[src/hdl/spi_diag_pkg.sv]
// constants and types for the serial diagnosis port
package spi_diag_pkg;

   // ----------------------------------------------------------------
   // frame layout
   // ----------------------------------------------------------------
   localparam int FRAME_BITS = 16;
   localparam int BYTE_BITS = 8;
   localparam int CNT_W = 8;
   localparam logic [CNT_W-1:0] CNT_MAX = 8'hFF;
   localparam logic [CNT_W-1:0] CNT_ZERO = 8'h00;
   localparam logic [CNT_W-1:0] CNT_ADDR_DONE = 8'h07;
   localparam logic [CNT_W-1:0] CNT_MIN_FRAME = 8'h10;
   localparam logic [CNT_W-1:0] CNT_BYTE = 8'h08;
   localparam logic [2:0] BYTE_ALIGN = 3'h0;

   // ----------------------------------------------------------------
   // address byte fields
   // ----------------------------------------------------------------
   localparam int ADDR_TYPE_BIT = 7;
   localparam int ADDR_HI = 6;
   localparam int ADDR_LO = 2;
   localparam int ADDR_LAST_ADDRESS_TOKEN_BIT = 1;
   localparam int ADDR_ONE_BIT = 0;

   // register indices carried in the address field
   localparam logic [4:0] REG_GLOBAL = 5'h00;
   localparam logic [4:0] REG_OPEN_LOAD = 5'h01;
   localparam logic [4:0] REG_OVER_CUR = 5'h02;
   localparam logic [4:0] REG_CTRL_BASE = 5'h03;

   // ----------------------------------------------------------------
   // global fault summary bit positions
   // ----------------------------------------------------------------
   localparam int GS_PROTO = 7;
   localparam int GS_LOAD = 6;
   localparam int GS_SUPPLY_LOW = 5;
   localparam int GS_SUPPLY_HIGH = 4;
   localparam int GS_POWERUP = 3;
   localparam int GS_THERM_SD = 2;
   localparam int GS_THERM_WARN = 1;
   localparam logic [7:0] BYTE_ZERO = 8'h00;

   // ----------------------------------------------------------------
   // timing
   // ----------------------------------------------------------------
   localparam int CLK_MHZ = 20;
   localparam int ENABLE_SETTLE_TIME_NS = 10000;
   localparam int ENABLE_SETTLE_CYC = (ENABLE_SETTLE_TIME_NS * CLK_MHZ + 999) / 1000;
   localparam int SETTLE_W = 16;

   typedef enum logic [2:0] {
      ST_IDLE   = 3'b001,
      ST_ACTIVE = 3'b010,
      ST_IGNORE = 3'b100
   } frame_state_e;

endpackage

[src/hdl/spi_pin_if.sv]
// synchronised serial pin levels and their edges
`timescale 1ns/1ns
interface spi_pin_if;
   logic cs_n;
   logic sclk;
   logic sdi;
   logic en;
   logic cs_fall;
   logic cs_rise;
   logic sclk_rise;
   logic sclk_fall;
   logic en_rise;

   modport producer (output cs_n, sclk, sdi, en, cs_fall, cs_rise, sclk_rise, sclk_fall,
      en_rise);
   modport consumer (input cs_n, sclk, sdi, en, cs_fall, cs_rise, sclk_rise, sclk_fall,
      en_rise);
endinterface

[src/hdl/spi_pin_sync.sv]
// two-stage pin synchronisers with edge detection
`timescale 1ns/1ns
module spi_pin_sync (
   // clock and reset
   input wire logic clk_i,
   input wire logic rst_n_i,
   // raw pins
   input wire logic chip_select_n_i,
   input wire logic sclk_i,
   input wire logic sdi_i,
   input wire logic enable_i,
   // synchronised view
   spi_pin_if.producer pins
);

   localparam int NPIN = 4;
   localparam logic [NPIN-1:0] IDLE_LVL = 4'h1;

   logic [NPIN-1:0] raw;
   logic [NPIN-1:0] meta_r;
   logic [NPIN-1:0] sync_r;
   logic [NPIN-1:0] prev_r;

   assign raw = {enable_i, sdi_i, sclk_i, chip_select_n_i};

   // first stage feeds only the second; edges compare second and third
   always_ff @(posedge clk_i or negedge rst_n_i) begin
      if (!rst_n_i) begin
         meta_r <= IDLE_LVL;
         sync_r <= IDLE_LVL;
         prev_r <= IDLE_LVL;
      end else begin
         meta_r <= raw;
         sync_r <= meta_r;
         prev_r <= sync_r;
      end
   end

   assign pins.cs_n = sync_r[0];
   assign pins.sclk = sync_r[1];
   assign pins.sdi = sync_r[2];
   assign pins.en = sync_r[3];
   assign pins.cs_fall = prev_r[0] & ~sync_r[0];
   assign pins.cs_rise = ~prev_r[0] & sync_r[0];
   assign pins.sclk_rise = ~prev_r[1] & sync_r[1];
   assign pins.sclk_fall = prev_r[1] & ~sync_r[1];
   assign pins.en_rise = ~prev_r[3] & sync_r[3];

endmodule

[src/hdl/spi_diag_port.sv]
// serial control and diagnosis port of an eight-output half-bridge driver
//
// Functional notes
// - serial input sampled into receive register on each clock falling edge.
// - serial output advances one transmit bit on each clock rising edge.
// - frame starts at select low; command decoded only after select rises.
// - serial output released to high impedance when select rises.
// - addressed register shifted out in the same frame as its command.
// - accesses are whole bytes; flags only cleared by host command.
// - frames starting before enable settle time are ignored.
// - before first rising edge output shows error flag OR serial input.
// - error flag set on any fault and after power-on reset.
// - select pulse without clocks reads the error flag.
// - first eight clocks shift out the global fault summary byte.
// - error flag is OR of fault bits and inverted power-up flag.
// - load fault bit is OR of all open-load and over-current flags.
// - after reset power-up flag is 0, other summary bits 0.
// - protocol error is summary bit 7, visible from the next frame.
// - nonzero clock count not a multiple of 8 or below 16 errs.
// - command to unused register address is a protocol error.
// - address byte least bit not 1 is a protocol error.
// - last-address token (address bit 1) not 1 is a protocol error.
// - clock high at either select edge is a protocol error.
// - address bit 7: 0 reads, 1 writes or reads-and-clears.
// - clear is dropped when a new fault hits that register mid-frame.
`timescale 1ns/1ns
module spi_diag_port
   import spi_diag_pkg::*;
#(
   parameter int NUM_OUT = 8,
   parameter int NUM_CTRL = 4
) (
   // clock and reset
   input wire logic clk_i,
   input wire logic rst_n_i,
   // serial pins
   input wire logic chip_select_n_i,
   input wire logic sclk_i,
   input wire logic sdi_i,
   input wire logic enable_i,
   output logic sdo_o,
   output logic sdo_oe_n_o,
   // fault sources
   input wire logic [NUM_OUT-1:0] open_load_fault_i,
   input wire logic [NUM_OUT-1:0] over_current_fault_i,
   input wire logic supply_low_flag_i,
   input wire logic supply_high_flag_i,
   input wire logic thermal_shutdown_flag_i,
   input wire logic thermal_warning_flag_i,
   // device view
   output logic any_fault_flag_o,
   output logic [7:0] global_fault_summary_o,
   output logic [NUM_CTRL*8-1:0] ctrl_o
);

   localparam logic [4:0] REG_LAST = 5'(REG_CTRL_BASE + NUM_CTRL - 1);

   spi_pin_if pins();

   spi_pin_sync u_sync (
      .clk_i(clk_i),
      .rst_n_i(rst_n_i),
      .chip_select_n_i(chip_select_n_i),
      .sclk_i(sclk_i),
      .sdi_i(sdi_i),
      .enable_i(enable_i),
      .pins(pins.producer)
   );

   frame_state_e state_r;
   logic [SETTLE_W-1:0] settle_cnt_r;
   logic settled_r;
   logic [CNT_W-1:0] bit_cnt_r;
   logic [FRAME_BITS-1:0] rx_r;
   logic [FRAME_BITS-1:0] rx_nxt;
   logic [7:0] addr_r;
   logic [7:0] tx_r;
   logic started_r;
   logic pol_err_r;
   logic proto_r;
   logic supply_low_r;
   logic supply_high_r;
   logic therm_sd_r;
   logic therm_warn_r;
   logic powerup_r;
   logic [NUM_OUT-1:0] open_load_r;
   logic [NUM_OUT-1:0] over_cur_r;
   logic glob_evt_r;
   logic ol_evt_r;
   logic oc_evt_r;
   logic [7:0] ctrl_r [NUM_CTRL];
   logic [7:0] summary;
   logic any_fault_flag;
   logic [7:0] rd_byte;
   logic [4:0] rd_idx;
   logic [4:0] reg_idx;
   logic frame_end;
   logic count_err;
   logic addr_err;
   logic frame_err;
   logic exec;
   logic wr;
   logic clr_glob;
   logic clr_ol;
   logic clr_oc;
   logic accept;
   logic glob_in;

   // ----------------------------------------------------------------
   // status summary and error flag
   // ----------------------------------------------------------------
   always_comb begin
      summary = BYTE_ZERO;
      summary[GS_PROTO] = proto_r;
      summary[GS_LOAD] = (|open_load_r) | (|over_cur_r);
      summary[GS_SUPPLY_LOW] = supply_low_r;
      summary[GS_SUPPLY_HIGH] = supply_high_r;
      summary[GS_POWERUP] = powerup_r;
      summary[GS_THERM_SD] = therm_sd_r;
      summary[GS_THERM_WARN] = therm_warn_r;
   end

   // powerup_r low after reset raises the flag by itself
   assign any_fault_flag = summary[GS_PROTO] | summary[GS_LOAD] | supply_low_r | supply_high_r
      | ~powerup_r | therm_sd_r | therm_warn_r;

   always_ff @(posedge clk_i or negedge rst_n_i) begin
      if (!rst_n_i) begin
         any_fault_flag_o <= 1'b1;
         global_fault_summary_o <= BYTE_ZERO;
      end else begin
         any_fault_flag_o <= any_fault_flag;
         global_fault_summary_o <= summary;
      end
   end

   // ----------------------------------------------------------------
   // enable settle window
   // ----------------------------------------------------------------
   always_ff @(posedge clk_i or negedge rst_n_i) begin
      if (!rst_n_i) begin
         settle_cnt_r <= '0;
         settled_r <= 1'b0;
      end else if (!pins.en || pins.en_rise) begin
         settle_cnt_r <= '0;
         settled_r <= 1'b0;
      end else if (!settled_r) begin
         settle_cnt_r <= settle_cnt_r + 1'b1;
         if (settle_cnt_r == SETTLE_W'(ENABLE_SETTLE_CYC - 1)) begin
            settled_r <= 1'b1;
         end
      end
   end

   assign accept = settled_r & pins.en;

   // ----------------------------------------------------------------
   // frame state
   // ----------------------------------------------------------------
   always_ff @(posedge clk_i or negedge rst_n_i) begin
      if (!rst_n_i) begin
         state_r <= ST_IDLE;
      end else begin
         unique case (state_r)
            ST_IDLE: begin
               if (pins.cs_fall) begin
                  state_r <= accept ? ST_ACTIVE : ST_IGNORE;
               end
            end
            ST_ACTIVE, ST_IGNORE: begin
               if (pins.cs_rise) begin
                  state_r <= ST_IDLE;
               end
            end
            default: state_r <= ST_IDLE;
         endcase
      end
   end

   // ----------------------------------------------------------------
   // shift registers
   // ----------------------------------------------------------------
   assign rx_nxt = {rx_r[FRAME_BITS-2:0], pins.sdi};
   assign rd_idx = rx_nxt[ADDR_HI:ADDR_LO];

   always_comb begin
      rd_byte = BYTE_ZERO;
      if (rd_idx == REG_GLOBAL) begin
         rd_byte = summary;
      end else if (rd_idx == REG_OPEN_LOAD) begin
         rd_byte = 8'(open_load_r);
      end else if (rd_idx == REG_OVER_CUR) begin
         rd_byte = 8'(over_cur_r);
      end
      for (int i = 0; i < NUM_CTRL; i++) begin
         if (rd_idx == 5'(REG_CTRL_BASE + i)) begin
            rd_byte = ctrl_r[i];
         end
      end
   end

   always_ff @(posedge clk_i or negedge rst_n_i) begin
      if (!rst_n_i) begin
         bit_cnt_r <= CNT_ZERO;
         rx_r <= '0;
         addr_r <= BYTE_ZERO;
         tx_r <= BYTE_ZERO;
         started_r <= 1'b0;
         pol_err_r <= 1'b0;
      end else if (state_r == ST_IDLE && pins.cs_fall) begin
         bit_cnt_r <= CNT_ZERO;
         addr_r <= BYTE_ZERO;
         started_r <= 1'b0;
         pol_err_r <= pins.sclk;
         tx_r <= summary;
      end else if (state_r == ST_ACTIVE) begin
         if (pins.sclk_fall) begin
            rx_r <= rx_nxt;
            if (bit_cnt_r != CNT_MAX) begin
               bit_cnt_r <= bit_cnt_r + 1'b1;
            end
            if (bit_cnt_r == CNT_ADDR_DONE) begin
               addr_r <= rx_nxt[7:0];
               tx_r <= rd_byte;
            end
         end else if (pins.sclk_rise) begin
            started_r <= 1'b1;
            // later bits pass the received stream through for chaining
            tx_r <= {tx_r[6:0], rx_r[0]};
         end
      end
   end

   // ----------------------------------------------------------------
   // serial output
   // ----------------------------------------------------------------
   always_ff @(posedge clk_i or negedge rst_n_i) begin
      if (!rst_n_i) begin
         sdo_o <= 1'b0;
         sdo_oe_n_o <= 1'b1;
      end else if (state_r == ST_IDLE && pins.cs_fall && accept) begin
         sdo_oe_n_o <= 1'b0;
         sdo_o <= any_fault_flag | pins.sdi;
      end else if (state_r == ST_ACTIVE) begin
         if (pins.cs_rise) begin
            sdo_oe_n_o <= 1'b1;
            sdo_o <= 1'b0;
         end else if (pins.sclk_rise) begin
            sdo_o <= tx_r[7];
         end else if (!started_r) begin
            sdo_o <= any_fault_flag | pins.sdi;
         end
      end
   end

   // ----------------------------------------------------------------
   // end-of-frame checks and command decode
   // ----------------------------------------------------------------
   assign frame_end = (state_r == ST_ACTIVE) && pins.cs_rise;
   assign reg_idx = addr_r[ADDR_HI:ADDR_LO];

   assign count_err = (bit_cnt_r != CNT_ZERO)
      && ((bit_cnt_r[2:0] != BYTE_ALIGN) || (bit_cnt_r < CNT_MIN_FRAME));

   // address checks only once a whole address byte has arrived
   assign addr_err = (bit_cnt_r >= CNT_BYTE)
      && (!addr_r[ADDR_ONE_BIT]
      || !addr_r[ADDR_LAST_ADDRESS_TOKEN_BIT]
      || (reg_idx > REG_LAST));

   assign frame_err = count_err | addr_err | pol_err_r | pins.sclk;

   // only a plain address+data frame executes; longer chained frames are only checked
   assign exec = frame_end && !frame_err && (bit_cnt_r == CNT_MIN_FRAME);
   assign wr = exec && addr_r[ADDR_TYPE_BIT];

   assign glob_in = supply_low_flag_i | supply_high_flag_i | thermal_shutdown_flag_i
      | thermal_warning_flag_i;

   assign clr_glob = wr && (reg_idx == REG_GLOBAL) && !glob_evt_r && !glob_in;
   assign clr_ol = wr && (reg_idx == REG_OPEN_LOAD) && !ol_evt_r
      && !(|open_load_fault_i);
   assign clr_oc = wr && (reg_idx == REG_OVER_CUR) && !oc_evt_r
      && !(|over_current_fault_i);

   // ----------------------------------------------------------------
   // new-fault tracking within a frame
   // ----------------------------------------------------------------
   always_ff @(posedge clk_i or negedge rst_n_i) begin
      if (!rst_n_i) begin
         glob_evt_r <= 1'b0;
         ol_evt_r <= 1'b0;
         oc_evt_r <= 1'b0;
      end else if (state_r == ST_IDLE && pins.cs_fall) begin
         glob_evt_r <= glob_in;
         ol_evt_r <= |open_load_fault_i;
         oc_evt_r <= |over_current_fault_i;
      end else begin
         glob_evt_r <= glob_evt_r | glob_in;
         ol_evt_r <= ol_evt_r | (|open_load_fault_i);
         oc_evt_r <= oc_evt_r | (|over_current_fault_i);
      end
   end

   // ----------------------------------------------------------------
   // sticky fault flags (set wins over clear)
   // ----------------------------------------------------------------
   always_ff @(posedge clk_i or negedge rst_n_i) begin
      if (!rst_n_i) begin
         proto_r <= 1'b0;
         supply_low_r <= 1'b0;
         supply_high_r <= 1'b0;
         therm_sd_r <= 1'b0;
         therm_warn_r <= 1'b0;
         powerup_r <= 1'b0;
      end else begin
         // never self-clearing: only a whole-byte host clear drops them
         proto_r <= (frame_end && frame_err) | (proto_r & ~clr_glob);
         supply_low_r <= supply_low_flag_i | (supply_low_r & ~clr_glob);
         supply_high_r <= supply_high_flag_i | (supply_high_r & ~clr_glob);
         therm_sd_r <= thermal_shutdown_flag_i | (therm_sd_r & ~clr_glob);
         therm_warn_r <= thermal_warning_flag_i | (therm_warn_r & ~clr_glob);
         powerup_r <= powerup_r | clr_glob;
      end
   end

   always_ff @(posedge clk_i or negedge rst_n_i) begin
      if (!rst_n_i) begin
         open_load_r <= '0;
         over_cur_r <= '0;
      end else begin
         open_load_r <= open_load_fault_i | (open_load_r & ~{NUM_OUT{clr_ol}});
         over_cur_r <= over_current_fault_i | (over_cur_r & ~{NUM_OUT{clr_oc}});
      end
   end

   // ----------------------------------------------------------------
   // control registers
   // ----------------------------------------------------------------
   for (genvar g = 0; g < NUM_CTRL; g++) begin : g_ctrl
      always_ff @(posedge clk_i or negedge rst_n_i) begin
         if (!rst_n_i) begin
            ctrl_r[g] <= BYTE_ZERO;
         end else if (wr && reg_idx == 5'(REG_CTRL_BASE + g)) begin
            ctrl_r[g] <= rx_r[7:0];
         end
      end
      assign ctrl_o[g*8 +: 8] = ctrl_r[g];
   end

endmodule

[config.mk]
export PLATFORM = sky130hd
export DESIGN_NAME = spi_diag_port
export DESIGN_NICKNAME = d
export VERILOG_FILES = /design/src/hdl/spi_diag_pkg.sv /design/src/hdl/spi_pin_if.sv /design/src/hdl/spi_pin_sync.sv /design/src/hdl/spi_diag_port.sv
export SDC_FILE = /design/constraint.sdc
export NUM_CORES = 1
export LEC_CHECK = 0
export BUFFER_PORTS_ARGS = -buffer_cell sky130_fd_sc_hd__buf_4
export CAP_MARGIN = 20
export CORE_MARGIN = 2
export CORE_UTILIZATION = 58
export CTS_BUF_LIST = sky130_fd_sc_hd__clkbuf_16
export CTS_CLUSTER_SIZE = 8
export DETAILED_ROUTE_END_ITERATION = 8
export GPL_TIMING_DRIVEN = 0
export PLACE_DENSITY = 0.79
export SETUP_SLACK_MARGIN = 0.2
export SYNTH_ARGS = -nofsm -noshare
export SYNTH_HDL_FRONTEND = slang
export SYNTH_HIERARCHICAL = 1
export SYNTH_SLANG_ARGS = --single-unit
export TNS_END_PERCENT = 30
[constraint.sdc]
create_clock -name clk_i -period 3.35 [get_ports clk_i]
set_input_delay 0.1675 -clock clk_i [delete_from_list [all_inputs] [get_ports clk_i]]
set_output_delay 0.1675 -clock clk_i [all_outputs]
set_load 0.03 [all_outputs]
==> out/summary.txt, run 1 <==
Max H-tree Level: 4
Initial Util: 59.31%
CP max FO: 8
drc violations: 0
worst setup path end: ctrl_o[25]
Arr. time, crit path: 3330 ps
Int Power: 2.820 mW
CTS clk-pin slew, worst paths: 50 ps
P_sw: 0.8142 mW
GRT Overall Usage: 28.85%
Fillers: 736
EDFF count, synth: 0
PwrDens: 478.9 nW/µm²
Reg power frac: 46.5%
nets: 685
fmax: 330.7 MHz
leakage: 3.362 nW
Final ANT Viol Nets: 0
Avg Vias per Cell: 5.863
Vias: 4720
core outline area: 10280 µm²
Crit path max-delay family: simple AND/OR/NAND/NOR gates
Net Sw Frac: 22.40%
IO Pins: 69
status: finished clean
Area Overhead vs Synth: 24.49%
most frequent cells in the layout: dfrtp_1 (126), buf_4 (69), nand2_1 (54)
Mapped Nets: 574
DRT Pass-1 Iters: 5
row count: 37
critical path type: register to register
share of layout cells above drive strength 1: 25.56%
CP max stage delay: 710 ps
clock latency on the worst-skew pair: 420 ps
fin crit share: 90.27%
Slew @ Worst Pin: 859.4 ps
R2R setup slack: 330 ps
# setup viols final: 0
Clk pwr share: 47.4%
CP required: 3650 ps
CTS Buf Count: 17
crit end category: register
Final min period: 3024 ps
CTS Sinks: 132
DP Cell Count: 749
WL final: 15.14 mm
CP startpoint: u_sync/sync_r[0]
per-cell routed wire length: 18.80 µm
first-pass GRT wire length: 24.73 mm
Non-Filler Instances: 805
Hold Crit Class: input pin to register
#FFs+latches synth: 132
initial drt markers: 488
Distinct cells, synth: 65
Synth Flop Type: dfrtp_1
RR Endpoint: ctrl_o[25]
Fin Setup TNS: 0 ps
largest net degree at the start of global routing: 86
max_slew headroom: 42.40%
WP buf/inv: 0
cells after synthesis: 545
VDD IR-drop max: 414.5 µV
Clock Root Buffer: clkbuf_16
Antenna diodes: 0
gr ovfl total: 0
FF-to-FF path depth: 5
chip height: 106.5 µm
Async SR Flop Fraction: 100.0%
sequential area share after synthesis: 54.31%
Slowest-stage cell, CP: nor3_2
Die Wd: 106.5 µm
Ys Warns: 6
CTS tree: built
deepest clock path buffer count: 2
final-report hold violation count: 0
Detail Placement HPWL: 10.24 mm
max_cap viols: 0
input/output buffers: 67
unrepaired setup endpoints after global routing: false
Cell Area, Synth: 6096 µm²
routability cong.: 0.9232
Mean Syn Cell Area: 11.19 µm²
vias in the first global route: 4861
most common cell after layout, fill and taps aside: dfrtp_1
Comb power frac: 6.1%
clk_skew: 8.158 ps
critical path depth in cells: 5
initial antenna violation count: 0
crit-path cells: and2b_2, or4bb_1, or4_4, nor3_2, mux2_2
die area: 11350 µm²
crit start category: register
Slew Limit Fails: 0
FF-to-FF Start: u_sync/sync_r[0]
-- layer usage --
metal  global-route usage (%)  wire (µm)
met5                        0          0
met4                    13.82        447
met1                    37.56       6263
met2                    45.97       7414
met3                    6.744       1011
-- power by group through the flow --
stage / clock network (mW) / registers [mW] / logic (mW)
floorplan: 0 / 1.70 / 0.109
global placement: 0 / 1.71 / 0.186
detailed placement: 0 / 1.71 / 0.197
CTS: 1.75 / 1.69 / 0.222
global route: 1.82 / 1.70 / 0.248
finish: 1.72 / 1.69 / 0.220
-- through the flow --
| stage | hold slack [ps] | cell area (µm²) | worst slack [ps] | utilization (%) | total power [mW] |
|---|---|---|---|---|---|
| detailed placement | 124.0 | 6800 | 401.8 | 66.17 | 1.911 |
| finish | 16.41 | 7589 | 325.8 | 73.84 | 3.634 |
| global placement | 276.6 | 6769 | 437.6 | 65.86 | 1.898 |
| floorplan | -128.1 | 6096 | 768.9 | - | 1.813 |
| global route | 34.92 | 7589 | 255.5 | 73.84 | 3.768 |
| CTS | 7.449 | 7589 | 386.3 | 73.84 | 3.662 |
-- final cells by class --
cell class / instances / area, µm² / share of cell area (%)
Buffer: 25 / 171.4 / 2.259
Clock buffer: 17 / 425.4 / 5.606
Inverter: 17 / 63.81 / 0.8409
Multi-Input combinational cell: 371 / 2550 / 33.60
Sequential cell: 132 / 3311 / 43.63
Clock inverter: 15 / 122.6 / 1.616
Tap cell: 136 / 170.2 / 2.242
Timing Repair Buffer: 92 / 774.5 / 10.21
-- timing repair --
item	CTS	global route
resized for setup	0	0
endpoints found under the hold margin	65	0
buffers inserted	0	0
hold buffers	24	0
-- cell usage after synthesis (6+ instances only) --
cell | number | area share [%]
a21o_1 | 18 | 2.2
a21oi_1 | 12 | 0.99
clkbuf_1 | 12 | 0.74
dfrtp_1 | 126 | 52
dfstp_2 | 6 | 2.6
inv_1 | 17 | 1.0
mux2_2 | 41 | 7.6
mux2i_1 | 11 | 1.8
nand2_1 | 54 | 3.3
nand2b_1 | 7 | 0.72
nand3_1 | 12 | 0.99
nand4_1 | 7 | 0.72
nor2_1 | 49 | 3.0
nor2b_1 | 6 | 0.62
nor3_1 | 10 | 0.82
nor4_1 | 11 | 1.1
o21ai_0 | 37 | 3.0
xnor2_1 | 10 | 1.4
xor2_1 | 9 | 1.3
-- worst min-delay path by stage --
stage,slack (ps),start,cells past startpoint,end
floorplan,-130,rst_n_i,0,addr_r[0]
global placement,280,chip_select_n_i,1,u_sync/meta_r[0]
detailed placement,120,rst_n_i,1,global_fault_summary_o[4]
CTS,7,over_current_fault_i[4],3,over_cur_r[4]
global route,30,over_current_fault_i[4],3,over_cur_r[4]
finish,20,over_current_fault_i[4],3,over_cur_r[4]
-- state kept, by name, indices dropped and copies added (netlist names), 3 cells and up --
register,flops
tx_r,8
rx_r,8
u_sync/meta_r,4
open_load_r,8
state_r,3
u_sync/prev_r,3
global_fault_summary_o,7
over_cur_r,8
bit_cnt_r,8
ctrl_o,32
u_sync/sync_r,4
settle_cnt_r,16
addr_r,8
-- cells by family after synthesis --
group | share of synthesized area [%]
AND/OR/NAND/NOR | 16.56
multiplexers | 11.23
adder cells (fa/ha/maj) | 0.6158
other | 0.06152
buffers and inverters | 3.859
AO/OA/AOI/OAI | 10.63
XOR/XNOR | 2.730
flip-flops | 54.31
-- worst register-to-register path, cell delays in order (launching register included) --
cell,delay (ps)
dfstp_2,540
and2b_2,210
or4bb_1,510
or4_4,500
nor3_2,710
mux2_2,420
No activity file was read; power rests on OpenSTA's default activity.
==> run 2, diff against run 1 <==
ABC_AREA = 1   (was default)
CORE_UTILIZATION = 59   (was 58)
GPL_TIMING_DRIVEN = default   (was 0)
HOLD_SLACK_MARGIN = 0.08   (was default)
PLACE_DENSITY = 0.8   (was 0.79)
==> run 2 against run 1 <==
- register-to-register slack improved by 660 ps
- count of clock-buffer cells in the layout is the same
- critical endpoint is now tx_r[7]
- clock power down 5%
- highest routed layer unchanged
- die area grew 2.6%
==> out/summary.txt, run 2 <==
Cell Area, Synth: 6366 µm² (+4.4%)
post_cts resized: 0 (unchanged)
number of flip-flops in the largest register: 32 (unchanged)
row count: 37 (unchanged)
Hold Crit Class: register to register
DP Cell Count: 987 (+32%)
gr ovfl total: 0 (unchanged)
CP required: 3640 ps (about the same)
clk_skew: 7.121 ps (-1.037 ps)
Initial Util: 61.12% (+1.8 points)
GRT Overall Usage: 29.98% (+1.1 points)
critical path type: register to register
Distinct cells, synth: 42 (-35%)
deepest clock path buffer count: 2 (unchanged)
Area after DPL: 6975 µm² (+2.6%)
Comb power frac: 7.4% (+1.3 points)
crit-path cells: nor2_1, inv_1, nor2_1, nand2_1, nand2_1, nand3_1, o21ai_0, a21oi_1
Fin Setup TNS: 0 ps (unchanged)
Final ANT Viol Nets: 0 (unchanged)
CTS clk-pin slew, worst paths: 50 ps (about the same)
DRT Pass-1 Iters: 5 (unchanged)
post-synth top area cell: dfrtp_1
Int Power: 2.752 mW (-2.4%)
per-cell routed wire length: 15.63 µm (-17%)
die area: 11640 µm² (+2.6%)
largest net degree at the start of global routing: 68 (-21%)
WL final: 16.32 mm (+7.8%)
first-pass GRT wire length: 26.32 mm (+6.4%)
Net Sw Frac: 23.71% (+1.3 points)
Clk pwr share: 45.2% (-2.2 points)
CTS Buf Count: 17 (unchanged)
CP max FO: 15 (+7)
HP Start: u_sync/meta_r[1]
most common cell after layout, fill and taps aside: nand2_1
crit end category: register
initial antenna violation count: 0 (unchanged)
max_slew headroom: 42.32% (-0.080 points)
Mean Syn Cell Area: 7.998 µm² (-28%)
unrepaired setup endpoints after global routing: false
crit start category: register
FF-to-FF Start: rx_r[4]
leakage: 4.158 nW (+24%)
fin crit share: 70.43% (-20 points)
#FFs+latches synth: 132 (unchanged)
Mapped Nets: 825 (+44%)
Async SR Flop Fraction: 100.0% (unchanged)
max_cap viols: 0 (unchanged)
Ys Warns: 6 (unchanged)
initial drt markers: 505 (+3.5%)
Die Wd: 107.9 µm (+1.3%)
Avg Vias per Cell: 5.396 (-8.0%)
Yosys top cell area share: 49.53% (-2.2 points)
count leader, synth: nand2_1
Max H-tree Level: 4 (unchanged)
design area: 7739 µm² (+2.0%)
Slowest-stage cell, CP: nor2_1
Reg power frac: 47.4% (+0.9 points)
IO Pins: 69 (unchanged)
fmax: 423.9 MHz (+28%)
share of layout cells above drive strength 1: 13.11% (-12 points)
Fillers: 789 (+7.2%)
Non-Filler Instances: 1044 (+30%)
vias in the first global route: 5326 (+9.6%)
Detail Placement HPWL: 11.49 mm (+12%)
input/output buffers: 67 (unchanged)
Antenna diodes: 0 (unchanged)
R2R setup slack: 990 ps (+660 ps)
Clock Root Buffer: clkbuf_16
top post-synthesis cells by area: dfrtp_1 (50%), nand2_1 (11%), inv_1 (9.3%)
Synth Flop Type: dfrtp_1
drc violations: 0 (unchanged)
Vias: 5633 (+19%)
pre-CTS setup slack: 1069 ps (+666.8 ps)
Synth top cells by count: nand2_1 (190), inv_1 (157), dfrtp_1 (126)
final-report hold violation count: 0 (unchanged)
CP max stage delay: 710 ps (about the same)
routability cong.: 0.9284 (+0.56%)
# setup viols final: 0 (unchanged)
Area Overhead vs Synth: 21.56%
setup ws final: 990.7 ps (+664.9 ps)
PwrDens: 466.1 nW/µm² (-2.7%)
Arr. time, crit path: 2650 ps (-680 ps)
chip height: 107.9 µm (+1.3%)
EDFF count, synth: 0 (unchanged)
Slew Limit Fails: 0 (unchanged)
status: finished clean
core outline area: 10420 µm² (+1.4%)
clock latency on the worst-skew pair: 420 ps (about the same)
CP startpoint: rx_r[4]
sequential area share after synthesis: 52.00% (-2.3 points)
cells after synthesis: 796 (+46%)
Slew @ Worst Pin: 865.3 ps (+5.881 ps)
nets: 924 (+35%)
most frequent cells in the layout: nand2_1 (190), inv_1 (162), dfrtp_1 (126)
Final min period: 2359 ps (-664.9 ps)
CTS Sinks: 132 (unchanged)
Power, Total: 3.607 mW (-0.73%)
P_sw: 0.8551 mW (+5.0%)
VDD IR-drop max: 411.3 µV (-0.77%)
CTS tree: built
run 2: routing by layer:
| metal | routed length [µm] | part of all wire (%) | global-route usage [%] |
|---|---|---|---|
| met1 | 7346 | 45 | 42.37 |
| met2 | 7503 | 46 | 45.69 |
| met3 | 1261 | 7.7 | 8.232 |
| met4 | 209 | 1.3 | 8.516 |
| met5 | 0 | 0 | 0 |
run 2: area by class of cell:
type	count	area (µm²)	area share [%]
timing repair buffer	94	780.7	10.09
clock buffer	17	425.4	5.497
tap	136	170.2	2.199
multi-input combinational	486	2349	30.35
sequential	132	3311	42.78
inverter	164	615.6	7.955
clock inverter	15	87.58	1.132
run 2: metrics by stage:
stage	hold WS, ps	util (%)
5_1_grt	356.6	74.29
3_5_place_dp	279.1	66.97
2_1_floorplan	-128.1	-
6_report	349.1	74.29
3_3_place_gp	277.2	66.97
4_1_cts	350.5	74.29
run 2: power groups by stage:
stage | Combinational (mW) | Clock, mW | Sequential (mW)
floorplan | 0.147 | 0 | 1.72
global placement | 0.227 | 0 | 1.73
detailed placement | 0.239 | 0 | 1.74
CTS | 0.267 | 1.64 | 1.71
global route | 0.305 | 1.72 | 1.72
finish | 0.267 | 1.63 | 1.71
run 2: timing repair:
action                    CTS  global route
setup buffers               0             0
hold buffers               25             0
hold endpoints to repair   90             0
run 2: kinds of logic after synthesis:
kind of cell,count (synthesis),share of synthesized area [%]
simple gates,352,24.88
xor+xnor,2,0.2752
buf+inv,178,11.10
other cells,1,0.05891
flops,132,52.00
mux,1,0.1769
fa+ha+maj,3,0.5897
compound gates,127,10.91
run 2: final timing paths:
check | depth (start not counted) | endpoint
worst min register to register | 0 | u_sync/sync_r[1]
max in group asynchronous | 3 | state_r[0]
worst min-delay path | 0 | u_sync/sync_r[1]
worst max register to register | 8 | tx_r[7]
worst max-delay path | 8 | tx_r[7]
min in group asynchronous | 2 | over_cur_r[7]
run 2: critical path, delay by kind of cell (launching register included):
family | cells | cell delay, ps
AOI/OAI and AO/OA | 2 | 290
buffers and inverters | 1 | 140
DFF | 1 | 510
and+or+nand+nor | 5 | 1280
==> run 3, diff against run 2 <==
clock period = 2.45 ns   (was 3.35 ns; I/O delays follow)
==> run 3 against run 2 <==
- design area is 1.5% higher
- maximum frequency is 9.1% higher
- count of clock-buffer cells in the layout stayed put
- first-iteration DRC count is 12% lower
- combinational power is 35% higher
- critical path depth is 1 higher
- clock power is 53% higher
- wire length is 0.44% higher
- sequential share of layout area is 0.63 points lower
- non-clock buffer count is 7 higher
- largest cell class unchanged
- highest routed layer unchanged
==> out/summary.txt, run 3 (synthesized netlist as in run 2, its figures left out) <==
status: finished clean
core outline area: 10420 µm² (unchanged)
gr ovfl total: 0 (unchanged)
share of layout cells above drive strength 1: 14.32% (+1.2 points)
# setup viols final: 0 (unchanged)
GRT Overall Usage: 30.56% (+0.58 points)
Final min period: 2163 ps (-196.4 ps)
crit end category: register
CTS clk-pin slew, worst paths: 60 ps (about the same)
Int Power: 3.983 mW (+45%)
max_slew headroom: 48.96% (+6.6 points)
Die Wd: 107.9 µm (unchanged)
clock latency on the worst-skew pair: 420 ps (about the same)
Max H-tree Level: 4 (unchanged)
Initial Util: 61.12% (unchanged)
Reg area: 3311 µm² (unchanged)
Area after DPL: 7028 µm² (+0.75%)
DRT Pass-1 Iters: 6 (+1)
Reg power frac: 45.0% (-2.4 points)
number of flip-flops in the largest register: 32 (unchanged)
critical path type: register to register
Fin Setup TNS: 0 ps (unchanged)
max_cap viols: 0 (unchanged)
Area Overhead vs Synth: 23.39%
CTS tree: built
vias in the first global route: 5541 (+4.0%)
Arr. time, crit path: 2470 ps (-180 ps)
IO Pins: 69 (unchanged)
final-report hold violation count: 0 (unchanged)
fmax: 462.3 MHz (+9.1%)
deepest clock path buffer count: 2 (unchanged)
area of the multi-input gates: 2349 µm² (unchanged)
design area: 7855 µm² (+1.5%)
input/output buffers: 67 (unchanged)
Final ANT Viol Nets: 0 (unchanged)
P_sw: 1.195 mW (+40%)
nets: 931 (+0.76%)
CTS Buf Count: 17 (unchanged)
most common cell after layout, fill and taps aside: nand2_1
first-pass GRT wire length: 27.03 mm (+2.7%)
Fillers: 730 (-7.5%)
Slew Limit Fails: 0 (unchanged)
clk_skew: 9.344 ps (+2.223 ps)
Hold Crit Class: input pin to async pin
Vias: 5635 (+0.036%)
CTS Sinks: 132 (unchanged)
initial antenna violation count: 0 (unchanged)
chip height: 107.9 µm (unchanged)
Power, Total: 5.178 mW (+44%)
CP max FO: 16 (+1)
Clk pwr share: 48.0% (+2.8 points)
Avg Vias per Cell: 5.362 (-0.63%)
Comb power frac: 7.0% (-0.4 points)
most frequent cells in the layout: nand2_1 (190), inv_1 (160), dfrtp_1 (126)
row count: 37 (unchanged)
Clock Root Buffer: clkbuf_16
leakage: 4.205 nW (+1.1%)
die area: 11640 µm² (unchanged)
largest net degree at the start of global routing: 133 (+96%)
unrepaired setup endpoints after global routing: true
VDD IR-drop max: 504.0 µV (+23%)
fin crit share: 88.28% (+18 points)
Antenna diodes: 0 (unchanged)
Slew @ Worst Pin: 759.8 ps (-105.5 ps)
per-cell routed wire length: 15.60 µm (-0.23%)
initial drt markers: 446 (-12%)
drc violations: 0 (unchanged)
Detail Placement HPWL: 11.16 mm (-2.9%)
CP required: 2760 ps (-880 ps)
routability cong.: 1.069 (+15%)
Net Sw Frac: 23.08% (-0.62 points)
WL final: 16.39 mm (+0.44%)
PwrDens: 659.2 nW/µm² (+41%)
crit start category: register
final core occ: 75.41% (+1.1 points)
-- run 3: final cells by class --
type                       count  area share (%)
inverter                     164           7.837
multi-input combinational    486           29.90
clock inverter                15           1.927
timing repair buffer         101           10.61
clock buffer                  17           5.416
tap                          136           2.166
sequential                   132           42.15
-- run 3: worst paths after layout --
| kind | cells after the start | from | slack, ps | to |
|---|---|---|---|---|
| setup / recovery | 9 | u_sync/sync_r[0] | 290 | ctrl_o[15] |
| hold / removal | 3 | rst_n_i | 310 | over_cur_r[4] |
| setup reg to reg | 9 | u_sync/sync_r[0] | 290 | ctrl_o[15] |
| hold reg to reg | 0 | u_sync/meta_r[1] | 350 | u_sync/sync_r[1] |
| max in group asynchronous | 3 | rst_n_i | 1570 | ctrl_o[23] |
| min in group clk_i | 2 | chip_select_n_i | 350 | u_sync/meta_r[0] |
-- run 3: worst max-delay path, cell delays in order, from the launching register on --
cell,delay (ps)
dfstp_2,540
inv_1,40
nor2_1,190
inv_1,130
nor2_4,170
nand3_2,140
nor2_8,280
nand3_4,240
o21ai_1,240
inv_1,70
-- run 3: power groups by stage --
stage / logic, mW / registers (mW) / clock network (mW)
6_report: 0.361 / 2.33 / 2.49
2_1_floorplan: 0.201 / 2.35 / 0
5_1_grt: 0.411 / 2.34 / 2.62
3_3_place_gp: 0.311 / 2.36 / 0
3_5_place_dp: 0.325 / 2.37 / 0
4_1_cts: 0.361 / 2.33 / 2.51
-- run 3: timing repair --
action | CTS | global route
endpoints found under the setup margin | 0 | 4
resized for setup | 0 | 0
setup buffers | 0 | 0
endpoints found under the hold margin | 151 | 0
hold buffers | 25 | 0
-- run 3: metal layers --
layer | track usage [%] | vias up | wire length (µm)
li1 | - | 2728 | -
met2 | 47.89 | 224 | 7779
met5 | 0 | - | 0
met4 | 9.615 | 0 | 262
met3 | 8.838 | 25 | 1162
met1 | 41.35 | 2658 | 7188
-- run 3: through the flow --
stage,cells,hold slack [ps],worst slack (ps)
3_5_place_dp,994,232.3,344.2
4_1_cts,1051,336.0,304.5
3_3_place_gp,994,232.0,437.4
6_report,1051,306.6,287.1
2_1_floorplan,796,-173.1,651.4
5_1_grt,1051,338.4,180.5
